### config.mk
export PLATFORM = sky130hd
export DESIGN_NAME = ucs_codec
export DESIGN_NICKNAME = d
export VERILOG_FILES = /design/src/ucs_pkg.sv /design/src/ucs_if.sv /design/src/ucs_cmd_decode.sv /design/src/ucs_line_state.sv /design/src/ucs_codec.sv
export SDC_FILE = /design/constraint.sdc
export NUM_CORES = 1
export LEC_CHECK = 0
export BUFFER_PORTS_ARGS = -buffer_cell sky130_fd_sc_hd__buf_2
export CAP_MARGIN = 30
export CORE_MARGIN = 2
export CORE_UTILIZATION = 44
export CTS_BUF_LIST = sky130_fd_sc_hd__clkbuf_4
export CTS_CLUSTER_DIAMETER = 120
export DETAILED_ROUTE_END_ITERATION = 8
export HOLD_SLACK_MARGIN = 0.02
export MAX_ROUTING_LAYER = met4
export PLACE_DENSITY = 0.69
export SKIP_CTS_REPAIR_TIMING = 1
export SLEW_MARGIN = 20
export SYNTH_ARGS = -nofsm -noshare
export SYNTH_HDL_FRONTEND = slang
export SYNTH_HIERARCHICAL = 1
export SYNTH_SLANG_ARGS = --single-unit
### constraint.sdc
create_clock -name i_clk -period 4.5 [get_ports i_clk]
set_clock_uncertainty 0.2 [all_clocks]
set_input_delay 0.9 -clock i_clk [delete_from_list [all_inputs] [get_ports i_clk]]
set_output_delay 0.9 -clock i_clk [all_outputs]
set_load 0.01 [all_outputs]
### src/ucs_pkg.sv
// Purpose: shared constants and types for the command/status codec
// Assumes: single clock domain, active-high asynchronous reset
// Notes:   nothing here is imported; users write ucs_pkg::name
`default_nettype none
package ucs_pkg;
   // ------------------------------------------------------------
   // command byte layout
   // ------------------------------------------------------------
   localparam logic [7:0] IDLE_BYTE      = 8'h00;
   localparam int         CODE_HI        = 7;
   localparam int         CODE_LO        = 6;
   localparam int         PAY_HI         = 5;
   localparam int         PID_HI         = 3;
   localparam logic [1:0] CODE_IDLE      = 2'h0;
   localparam logic [1:0] CODE_TX        = 2'h1;
   localparam logic [1:0] CODE_WR        = 2'h2;
   localparam logic [1:0] CODE_RD        = 2'h3;
   localparam logic [5:0] PAY_ZERO       = 6'h00;
   localparam logic [5:0] PAY_EXT        = 6'h2F;
   localparam logic [1:0] PID_TOP_ZERO   = 2'h0;

   // ------------------------------------------------------------
   // status byte layout
   // ------------------------------------------------------------
   localparam int         ST_LINE_LO     = 0;
   localparam int         ST_VBUS_LO     = 2;
   localparam int         ST_EVT_LO      = 4;
   localparam int         ST_ID_BIT      = 6;
   localparam int         ST_ALT_BIT     = 7;

   // ------------------------------------------------------------
   // line-state selection
   // ------------------------------------------------------------
   localparam logic [1:0] XCVR_HS        = 2'h0;
   localparam logic [1:0] XCVR_LS        = 2'h2;
   localparam logic [1:0] OPM_CHIRP      = 2'h2;
   localparam logic [1:0] LS_SE0         = 2'h0;
   localparam logic [1:0] LS_J           = 2'h1;
   localparam logic [1:0] LS_K           = 2'h2;
   localparam logic [1:0] LS_SE1         = 2'h3;

   typedef enum logic [3:0] {
      UCS_CMD_NONE,
      UCS_CMD_NOPID,
      UCS_CMD_PID,
      UCS_CMD_REGW,
      UCS_CMD_EXTW,
      UCS_CMD_REGR,
      UCS_CMD_EXTR,
      UCS_CMD_BAD
   } ucs_cmd_t;
endpackage
`default_nettype wire

### src/ucs_if.sv
// Purpose: carrier between the codec top and its two leaf modules
// Assumes: one clock domain
// Notes:   cmd group feeds the decoder, line group feeds the line-state encoder
`timescale 1ns/1ps
`default_nettype none
interface ucs_if;
   logic [7:0]       cmd_byte;
   ucs_pkg::ucs_cmd_t cmd_kind;
   logic [5:0]       cmd_addr;
   logic [3:0]       cmd_pid;
   logic [1:0]       dp_dm;
   logic             hs_rx;
   logic             squelch;
   logic             host_role;
   logic [1:0]       xcvr_sel;
   logic             term_sel;
   logic [1:0]       op_mode;
   logic [1:0]       line_state;

   modport dec_mp (input cmd_byte, output cmd_kind, output cmd_addr, output cmd_pid);
   modport ls_mp  (input dp_dm, input hs_rx, input squelch, input host_role,
                   input xcvr_sel, input term_sel, input op_mode, output line_state);
   modport top_mp (output cmd_byte, input cmd_kind, input cmd_addr, input cmd_pid,
                   output dp_dm, output hs_rx, output squelch, output host_role,
                   output xcvr_sel, output term_sel, output op_mode, input line_state);
endinterface
`default_nettype wire

### src/ucs_cmd_decode.sv
// Purpose: classify one command byte
// Assumes: byte is stable while sampled
// Notes:   combinational; illegal packet payloads flag as bad
`timescale 1ns/1ps
`default_nettype none
module ucs_cmd_decode
(
   ucs_if.dec_mp u
);
   logic [1:0] code;
   logic [5:0] pay;

   assign code = u.cmd_byte[ucs_pkg::CODE_HI:ucs_pkg::CODE_LO];
   assign pay  = u.cmd_byte[ucs_pkg::PAY_HI:0];
   assign u.cmd_addr = pay;
   assign u.cmd_pid  = pay[ucs_pkg::PID_HI:0];

   always_comb
   begin
      case (code)
         ucs_pkg::CODE_IDLE:
            u.cmd_kind = (pay == ucs_pkg::PAY_ZERO) ? ucs_pkg::UCS_CMD_NONE
                                                    : ucs_pkg::UCS_CMD_BAD;
         ucs_pkg::CODE_TX:
            if (pay == ucs_pkg::PAY_ZERO)
               u.cmd_kind = ucs_pkg::UCS_CMD_NOPID;
            else if (pay[ucs_pkg::PAY_HI:ucs_pkg::PID_HI+1] == ucs_pkg::PID_TOP_ZERO)
               u.cmd_kind = ucs_pkg::UCS_CMD_PID;
            else
               u.cmd_kind = ucs_pkg::UCS_CMD_BAD;
         ucs_pkg::CODE_WR:
            u.cmd_kind = (pay == ucs_pkg::PAY_EXT) ? ucs_pkg::UCS_CMD_EXTW
                                                   : ucs_pkg::UCS_CMD_REGW;
         ucs_pkg::CODE_RD:
            u.cmd_kind = (pay == ucs_pkg::PAY_EXT) ? ucs_pkg::UCS_CMD_EXTR
                                                   : ucs_pkg::UCS_CMD_REGR;
         default:
            u.cmd_kind = ucs_pkg::UCS_CMD_BAD;
      endcase
   end
endmodule
`default_nettype wire

### src/ucs_line_state.sv
// Purpose: encode the two-bit line state for host or peripheral role
// Assumes: dp_dm is the single-ended receiver pair, bit 1 = D+, bit 0 = D-
// Notes:   invalid table cells are never produced
`timescale 1ns/1ps
`default_nettype none
module ucs_line_state
(
   ucs_if.ls_mp u
);
   // the code is the receiver pair with its bits swapped: FS-J and LS-K share 01, FS-K and LS-J share 10
   function automatic logic [1:0] fs_code(input logic [1:0] pair);
      logic [1:0] r;
      r = ucs_pkg::LS_SE0;
      case (pair)
         2'h0:    r = ucs_pkg::LS_SE0;
         2'h2:    r = ucs_pkg::LS_J;
         2'h1:    r = ucs_pkg::LS_K;
         default: r = ucs_pkg::LS_SE1;
      endcase
      return r;
   endfunction

   logic hs_mode;
   logic chirp;

   assign hs_mode = (u.xcvr_sel == ucs_pkg::XCVR_HS);
   // host chirp is picked by op mode, peripheral chirp by termination
   assign chirp = u.host_role ? (u.op_mode == ucs_pkg::OPM_CHIRP) : u.term_sel;

   always_comb
   begin
      if (!hs_mode)
         u.line_state = fs_code(u.dp_dm);
      else if (u.squelch)
         u.line_state = ucs_pkg::LS_SE0;
      else if (chirp)
         u.line_state = u.hs_rx ? ucs_pkg::LS_J : ucs_pkg::LS_K;
      else
         u.line_state = ucs_pkg::LS_J;
   end
endmodule
`default_nettype wire

### src/ucs_codec.sv
// Purpose: command decoder and status byte sender on the 8-bit link bus
// Assumes: link bus sampled on i_clk; far end keeps the bus protocol
// Notes:   status send takes three cycles: turnaround, byte, turnaround
//
// Contract
// - nonzero byte starts command; nxt accepts
// - zero byte is the idle no-op
// - nopid transmit starts after next byte
// - packet identifier taken from low nibble
// - extended write takes following address byte
// - register write uses six-bit payload address
// - extended read takes following address byte
// - register read uses six-bit payload address
// - status sent with dir high, one byte
// - any field change sends new status
// - stale status may drop at low-power exit
// - line, vbus, event fields in low bits
// - bit six follows the id pin
// - enabled session-valid edges set bit seven
// - line change sends updated line state
// - peripheral line state encoding by mode
// - host line state encoding by mode
// - dir high forces nxt low
`timescale 1ns/1ps
`default_nettype none
module ucs_codec
(
   input  wire logic       i_clk,
   input  wire logic       i_rst,
   // link bus
   input  wire logic [7:0] i_data,
   output logic      [7:0] o_data,
   output logic            o_data_oe,
   output logic            o_dir,
   output logic            o_nxt,
   input  wire logic       i_stp,
   // analog front end status
   input  wire logic [1:0] i_dp_dm,
   input  wire logic       i_hs_rx,
   input  wire logic       i_squelch,
   input  wire logic [1:0] i_vbus_state,
   input  wire logic [1:0] i_rx_event,
   input  wire logic       i_id_pin,
   input  wire logic       i_bvalid,
   input  wire logic       i_low_power,
   // configuration
   input  wire logic       i_host_role,
   input  wire logic [1:0] i_xcvr_sel,
   input  wire logic       i_term_sel,
   input  wire logic [1:0] i_op_mode,
   input  wire logic       i_bvalid_rise_en,
   input  wire logic       i_bvalid_fall_en,
   // decoded commands to the rest of the device
   output logic            o_tx_start,
   output logic            o_tx_nopid,
   output logic      [3:0] o_tx_pid,
   output logic      [7:0] o_tx_data,
   output logic            o_tx_data_vld,
   output logic            o_reg_wr,
   output logic            o_reg_rd,
   output logic      [7:0] o_reg_addr,
   output logic      [7:0] o_reg_wdata,
   input  wire logic [7:0] i_reg_rdata,
   output logic            o_cmd_bad,
   output logic      [7:0] o_status
);
   typedef enum logic [3:0] {
      UCS_IDLE,
      UCS_TX_DATA,
      UCS_EXT_ADDR,
      UCS_WR_DATA,
      UCS_RD_TURN,
      UCS_RD_DATA,
      UCS_ST_TURN,
      UCS_ST_BYTE,
      UCS_ST_BACK
   } ucs_state_t;

   ucs_if u();

   ucs_cmd_decode u_dec
   (
      .u (u.dec_mp)
   );

   ucs_line_state u_ls
   (
      .u (u.ls_mp)
   );

   assign u.cmd_byte  = i_data;
   assign u.dp_dm     = i_dp_dm;
   assign u.hs_rx     = i_hs_rx;
   assign u.squelch   = i_squelch;
   assign u.host_role = i_host_role;
   assign u.xcvr_sel  = i_xcvr_sel;
   assign u.term_sel  = i_term_sel;
   assign u.op_mode   = i_op_mode;

   ucs_state_t state_q;
   ucs_state_t state_d;
   logic       wr_kind_q;
   logic [7:0] status_now;
   logic [7:0] status_sent_q;
   logic       alt_q;
   logic       bvalid_q;
   logic       pend_q;
   logic       bv_edge;
   logic       cmd_take;

   // ------------------------------------------------------------
   // status byte assembly
   // ------------------------------------------------------------
   assign bv_edge = (i_bvalid && !bvalid_q && i_bvalid_rise_en)
                 || (!i_bvalid && bvalid_q && i_bvalid_fall_en);

   always_comb
   begin
      status_now = 8'h00;
      status_now[ucs_pkg::ST_LINE_LO +: 2] = u.line_state;
      status_now[ucs_pkg::ST_VBUS_LO +: 2] = i_vbus_state;
      status_now[ucs_pkg::ST_EVT_LO  +: 2] = i_rx_event;
      status_now[ucs_pkg::ST_ID_BIT]       = i_id_pin;
      status_now[ucs_pkg::ST_ALT_BIT]      = alt_q;
   end

   always_ff @(posedge i_clk or posedge i_rst)
   begin
      if (i_rst)
         bvalid_q <= 1'b0;
      else
         bvalid_q <= i_bvalid;
   end

   // alt bit holds through the next UCS_ST_BYTE cycle, then falls back
   always_ff @(posedge i_clk or posedge i_rst)
   begin
      if (i_rst)
         alt_q <= 1'b0;
      else if (bv_edge)
         alt_q <= 1'b1;
      else if (state_q == UCS_ST_BYTE)
         alt_q <= 1'b0;
   end

   // pending send: a change arriving during a send wins over the clear
   always_ff @(posedge i_clk or posedge i_rst)
   begin
      if (i_rst)
         pend_q <= 1'b1;
      else if (status_now != status_sent_q && !i_low_power)
         pend_q <= 1'b1;
      else if (state_q == UCS_ST_BYTE || i_low_power)
         pend_q <= 1'b0;
   end

   // latched on the turn cycle, so the byte on the bus and o_status agree
   always_ff @(posedge i_clk or posedge i_rst)
   begin
      if (i_rst)
         status_sent_q <= 8'h00;
      else if (state_q == UCS_ST_TURN || i_low_power)
         status_sent_q <= status_now;
   end

   // ------------------------------------------------------------
   // bus sequencing
   // ------------------------------------------------------------
   // a pending status wins the bus; the link sees no nxt and holds its byte
   assign cmd_take = (state_q == UCS_IDLE) && !pend_q && (i_data != ucs_pkg::IDLE_BYTE);

   always_comb
   begin
      state_d = state_q;
      case (state_q)
         UCS_IDLE:
            if (pend_q && !i_low_power)
               state_d = UCS_ST_TURN;
            else if (cmd_take)
            begin
               case (u.cmd_kind)
                  ucs_pkg::UCS_CMD_NOPID,
                  ucs_pkg::UCS_CMD_PID:  state_d = UCS_TX_DATA;
                  ucs_pkg::UCS_CMD_EXTW,
                  ucs_pkg::UCS_CMD_EXTR: state_d = UCS_EXT_ADDR;
                  ucs_pkg::UCS_CMD_REGW: state_d = UCS_WR_DATA;
                  ucs_pkg::UCS_CMD_REGR: state_d = UCS_RD_TURN;
                  default:               state_d = UCS_IDLE;
               endcase
            end
         UCS_TX_DATA:
            if (i_stp)
               state_d = UCS_IDLE;
         UCS_EXT_ADDR:
            state_d = wr_kind_q ? UCS_WR_DATA : UCS_RD_TURN;
         UCS_WR_DATA:
            if (i_stp)
               state_d = UCS_IDLE;
         UCS_RD_TURN:
            state_d = UCS_RD_DATA;
         UCS_RD_DATA:
            state_d = UCS_ST_BACK;
         UCS_ST_TURN:
            state_d = UCS_ST_BYTE;
         UCS_ST_BYTE:
            state_d = UCS_ST_BACK;
         UCS_ST_BACK:
            state_d = UCS_IDLE;
         default:
            state_d = UCS_IDLE;
      endcase
   end

   always_ff @(posedge i_clk or posedge i_rst)
   begin
      if (i_rst)
         state_q <= UCS_IDLE;
      else
         state_q <= state_d;
   end

   always_ff @(posedge i_clk or posedge i_rst)
   begin
      if (i_rst)
      begin
         wr_kind_q <= 1'b0;
      end
      else if (cmd_take && state_d != UCS_IDLE)
      begin
         wr_kind_q <= (u.cmd_kind == ucs_pkg::UCS_CMD_EXTW);
      end
   end

   // ------------------------------------------------------------
   // pin drive
   // ------------------------------------------------------------
   always_comb
   begin
      o_dir = (state_q == UCS_RD_TURN) || (state_q == UCS_RD_DATA)
           || (state_q == UCS_ST_TURN) || (state_q == UCS_ST_BYTE);
      // nxt only while the bus is ours to receive; low whenever dir is high
      o_nxt = !o_dir && ((state_q == UCS_IDLE && cmd_take && state_d != UCS_IDLE)
           || ((state_q == UCS_TX_DATA || state_q == UCS_WR_DATA) && !i_stp)
           || state_q == UCS_EXT_ADDR);
   end

   always_ff @(posedge i_clk or posedge i_rst)
   begin
      if (i_rst)
      begin
         o_data    <= ucs_pkg::IDLE_BYTE;
         o_data_oe <= 1'b0;
      end
      else
      begin
         o_data_oe <= (state_d == UCS_RD_DATA) || (state_d == UCS_ST_BYTE);
         if (state_d == UCS_RD_DATA)
            o_data <= i_reg_rdata;
         else if (state_d == UCS_ST_BYTE)
            o_data <= status_now;
         else
            o_data <= ucs_pkg::IDLE_BYTE;
      end
   end

   // ------------------------------------------------------------
   // decoded command outputs
   // ------------------------------------------------------------
   // a kind only counts on the edge that takes the command byte
   function automatic logic took(input logic              take,
                                 input ucs_pkg::ucs_cmd_t got,
                                 input ucs_pkg::ucs_cmd_t want);
      return take && (got == want);
   endfunction

   // packet transmit strobes and the byte stream behind them
   always_ff @(posedge i_clk or posedge i_rst)
   begin
      if (i_rst)
      begin
         o_tx_start    <= 1'b0;
         o_tx_nopid    <= 1'b0;
         o_tx_pid      <= 4'h0;
         o_tx_data     <= 8'h00;
         o_tx_data_vld <= 1'b0;
      end
      else
      begin
         o_tx_start    <= took(cmd_take, u.cmd_kind, ucs_pkg::UCS_CMD_PID);
         o_tx_data_vld <= (state_q == UCS_TX_DATA) && !i_stp;
         if (took(cmd_take, u.cmd_kind, ucs_pkg::UCS_CMD_PID))
            o_tx_pid <= u.cmd_pid;
         if (cmd_take)
            o_tx_nopid <= (u.cmd_kind == ucs_pkg::UCS_CMD_NOPID);
         // the stop cycle loads 00 here too; only bytes under o_tx_data_vld count
         if (state_q == UCS_TX_DATA)
            o_tx_data <= i_data;
      end
   end

   // register access strobes, address and write data
   always_ff @(posedge i_clk or posedge i_rst)
   begin
      if (i_rst)
      begin
         o_reg_wr    <= 1'b0;
         o_reg_rd    <= 1'b0;
         o_reg_addr  <= 8'h00;
         o_reg_wdata <= 8'h00;
      end
      else
      begin
         o_reg_wr <= (state_q == UCS_WR_DATA) && !i_stp;
         // read strobe leads the returned byte by one cycle
         o_reg_rd <= (state_d == UCS_RD_TURN);
         // immediate address is zero-extended; extended forms fill all eight bits
         if (took(cmd_take, u.cmd_kind, ucs_pkg::UCS_CMD_REGW)
          || took(cmd_take, u.cmd_kind, ucs_pkg::UCS_CMD_REGR))
            o_reg_addr <= {2'h0, u.cmd_addr};
         else if (state_q == UCS_EXT_ADDR)
            o_reg_addr <= i_data;
         if (state_q == UCS_WR_DATA)
            o_reg_wdata <= i_data;
      end
   end

   // illegal bytes are flagged and dropped; the bus stays with the link
   always_ff @(posedge i_clk or posedge i_rst)
   begin
      if (i_rst)
         o_cmd_bad <= 1'b0;
      else
         o_cmd_bad <= took(cmd_take, u.cmd_kind, ucs_pkg::UCS_CMD_BAD);
   end

   assign o_status = status_sent_q;
endmodule
`default_nettype wire

==> out/metrics.yaml <==
sta:
  final-hold-violation-count: 0
  period_minus_slack_ns: 3.883
  worst_slew_pin_slew_ns: 0.9613
  rsz0062_at_grt: "false"
  fin_tns_setup_ns: 0
  setup_viol: 0
  timing.fmax_ghz: 0.2575
  finalCritPeriodShare_pct: 86.30
  layout_setup_ws_ns: 0.6166
  hold_slack_ns: 0.2845
  max_slew_margin_pct: 35.75
  finalMaxSlewViolations: 0
floorplan:
  core_area_um2: 6350
  initial_utilization_pct: 45.71
  fp.dieArea_um2: 7263
  placementRows: 29
  die_h_um: 85.23
  num_io_pins: 91
  die_w_um: 85.23
global_routing:
  first_global_vias: 2192
  antenna_found_initial: 0
  grt_pass1_wl_mm: 10.58
  grt_start_max_net_pins: 32
  track_usage_pct: 19.58
  grt_overflow: 0
synthesis:
  synth_area_leaders: "dfrtp_1 (50%), mux2_2 (10%), mux2i_1 (4.1%)"
  synth_fp_nets: 284
  synthCells: 246
  synth_area_um2: 2903
  synth-main-ff-cell: "dfrtp_1"
  yosys_register_bits: 59
  synth.most_common_cell: "dfrtp_1"
  synth.distinct_cells: 54
  ys_top_cells_by_count: "dfrtp_1 (58), mux2_2 (26), nor2_1 (18)"
  ys_seq_area_share_pct: 50.91
  yosys_warnings: 6
  syn_avg_cell_area_um2: 11.80
  yosys.area.top_type_share_pct: 50.00
  async_flop_share_pct: 100.0
  yosys.area.top_type: "dfrtp_1"
  synth_edf_count: 0
clock_network:
  worstSkewPairLatency_ns: 0.41
  tritoncts: "built"
  cts_made_buffers: 9
  cts_sinks: 59
  root_buffer: "clkbuf_4"
  clockBufferDepth: 2
  clk_pin_slew_worst_paths_ns: 0.09
  h-tree-depth: 3
setup_path:
  crit_fanout: 9
  required_ns: 3.40
  end_kind: "output pin"
  critPathLaunch: "i_data[3]"
  worstSetupStartpointType: "input pin"
  crit_arrival_ns: 2.78
  r2r_start: "state_q[1]"
  crit_type: "input pin to output pin"
placed_design:
  placed_cells: 397
  dp_slack_ns: 0.6344
  io_buffer_count: 90
  place.gp.congestion: 0.7835
  detailed_place_hpwl_mm: 4.631
status:
  status: "complete, no violations"
power_and_ir_drop:
  powerDensity_nw_per_um2: 557.5
  leakage_nw: 1.701
  vdd_drop_max_uv: 255.3
min_path:
  min_path_type: "flip-flop to flip-flop"
  min_from: "bvalid_q"
cells_and_area:
  finalNetCount: 369
  fillers: 560
  fin_cells: 411
  drive_gt1_share_pct: 44.01
  area_growth_pct: 19.70
  diodes: 0
routing:
  drc: 0
  first_iter_violations: 173
  viasPerCell: 5.292
  totalWireLength_mm: 6.425
  drt-pass1-iter-count: 4
  antenna_left: 0
  wl_per_cell_um: 15.63
  num_vias: 2175
job:
  drv_cap: 0
[area by class of cell]
class | count | area (µm²) | share of cell area, %
Clock inverter | 5 | 46.29 | 1.332
Tap cell | 77 | 96.34 | 2.773
Sequential cell | 59 | 1478 | 42.53
Inverter | 7 | 26.28 | 0.7562
Multi-Input combinational cell | 159 | 1272 | 36.62
Clock buffer | 9 | 67.56 | 1.945
Timing Repair Buffer | 95 | 488.0 | 14.04
[cells by family after synthesis]
kind of cell / Yosys count / synth area share [%]
flip-flops: 59 / 50.91
multiplexers: 42 / 16.29
AND/OR/NAND/NOR: 71 / 14.61
other: 1 / 0.1292
AO/OA/AOI/OAI: 37 / 10.22
XOR/XNOR: 8 / 2.414
buffers and inverters: 28 / 5.431
[final timing paths]
check                                to  slack (ns)  depth (start not counted)
max reg2reg                 o_tx_pid[1]        1.66                          5
max                               o_nxt        0.62                          9
min                               alt_q        0.28                          1
min in group asynchronous  o_tx_data[7]        0.36                          2
min reg2reg                       alt_q        0.28                          1
max in group asynchronous  o_tx_data[3]        2.91                          3
[power breakdown]
part	total (mW)	internal (mW)	switching [mW]
clock	0.344	0.157	0.186
sequential	0.838	0.710	0.127
combinational	0.756	0.370	0.386
[worst max-delay path, stage by stage]
cell	delay, ns
buf_2	0.19
nand4_1	0.19
o21ai_0	0.24
a211o_1	0.31
nand2_1	0.11
or3_1	0.33
or2_2	0.30
nand3b_1	0.08
buf_2	0.13
[routing by layer]
layer  wire length [µm]  part of all wire, %  global-route usage, %  up-vias
li1                   -                    -                      -     1055
met1               3024                   47                  25.36     1048
met2               2926                   46                  28.41       58
met3                281                  4.4                  4.572       14
met4                193                  3.0                  10.68        0
met5                  0                    0                      -        -
[stage by stage]
stage | cell area [µm²] | utilization, % | total power [mW]
after global routing | 3475 | 54.72 | 2.078
final | 3475 | 54.72 | 1.937
after floorplan | 2903 | - | 1.318
after CTS | 3475 | 54.72 | 1.958
after detailed placement | 3361 | 52.93 | 1.608
after global placement | 3356 | 52.85 | 1.592
[cell usage in the layout (no fill, tap or decap), drive strengths merged, types with 3 or more instances in the layout]
cell type,netlist,routed
a21oi,3,3
nor4,10,10
o21ai,6,6
clkinv,0,4
dfrtp,58,58
nor2,18,18
a211oi,5,5
nor3,5,5
mux2,30,30
o31ai,3,3
and2,6,6
mux2i,12,12
nor2b,3,3
nand3b,3,3
nand2,7,7
buf,13,95
nand2b,5,5
nor4b,3,3
clkbuf,8,9
a221o,6,6
inv,7,7
xor2,8,8
[sequential cells by signal, indices dropped and copies added (netlist names)]
| name | cells |
|---|---|
| o_reg_wdata | 8 |
| o_reg_addr | 8 |
| o_tx_data | 8 |
| o_status | 8 |
| o_reg_wr | 1 |
| o_tx_start | 1 |
| bvalid_q | 1 |
| o_tx_nopid | 1 |
| o_tx_data_vld | 1 |
| o_tx_pid | 4 |
| state_q | 4 |
| o_data | 8 |
| o_reg_rd | 1 |
| alt_q | 1 |
| pend_q | 1 |
| o_cmd_bad | 1 |
| o_data_oe | 1 |
| wr_kind_q | 1 |
Power figures use the tool's default switching activity.
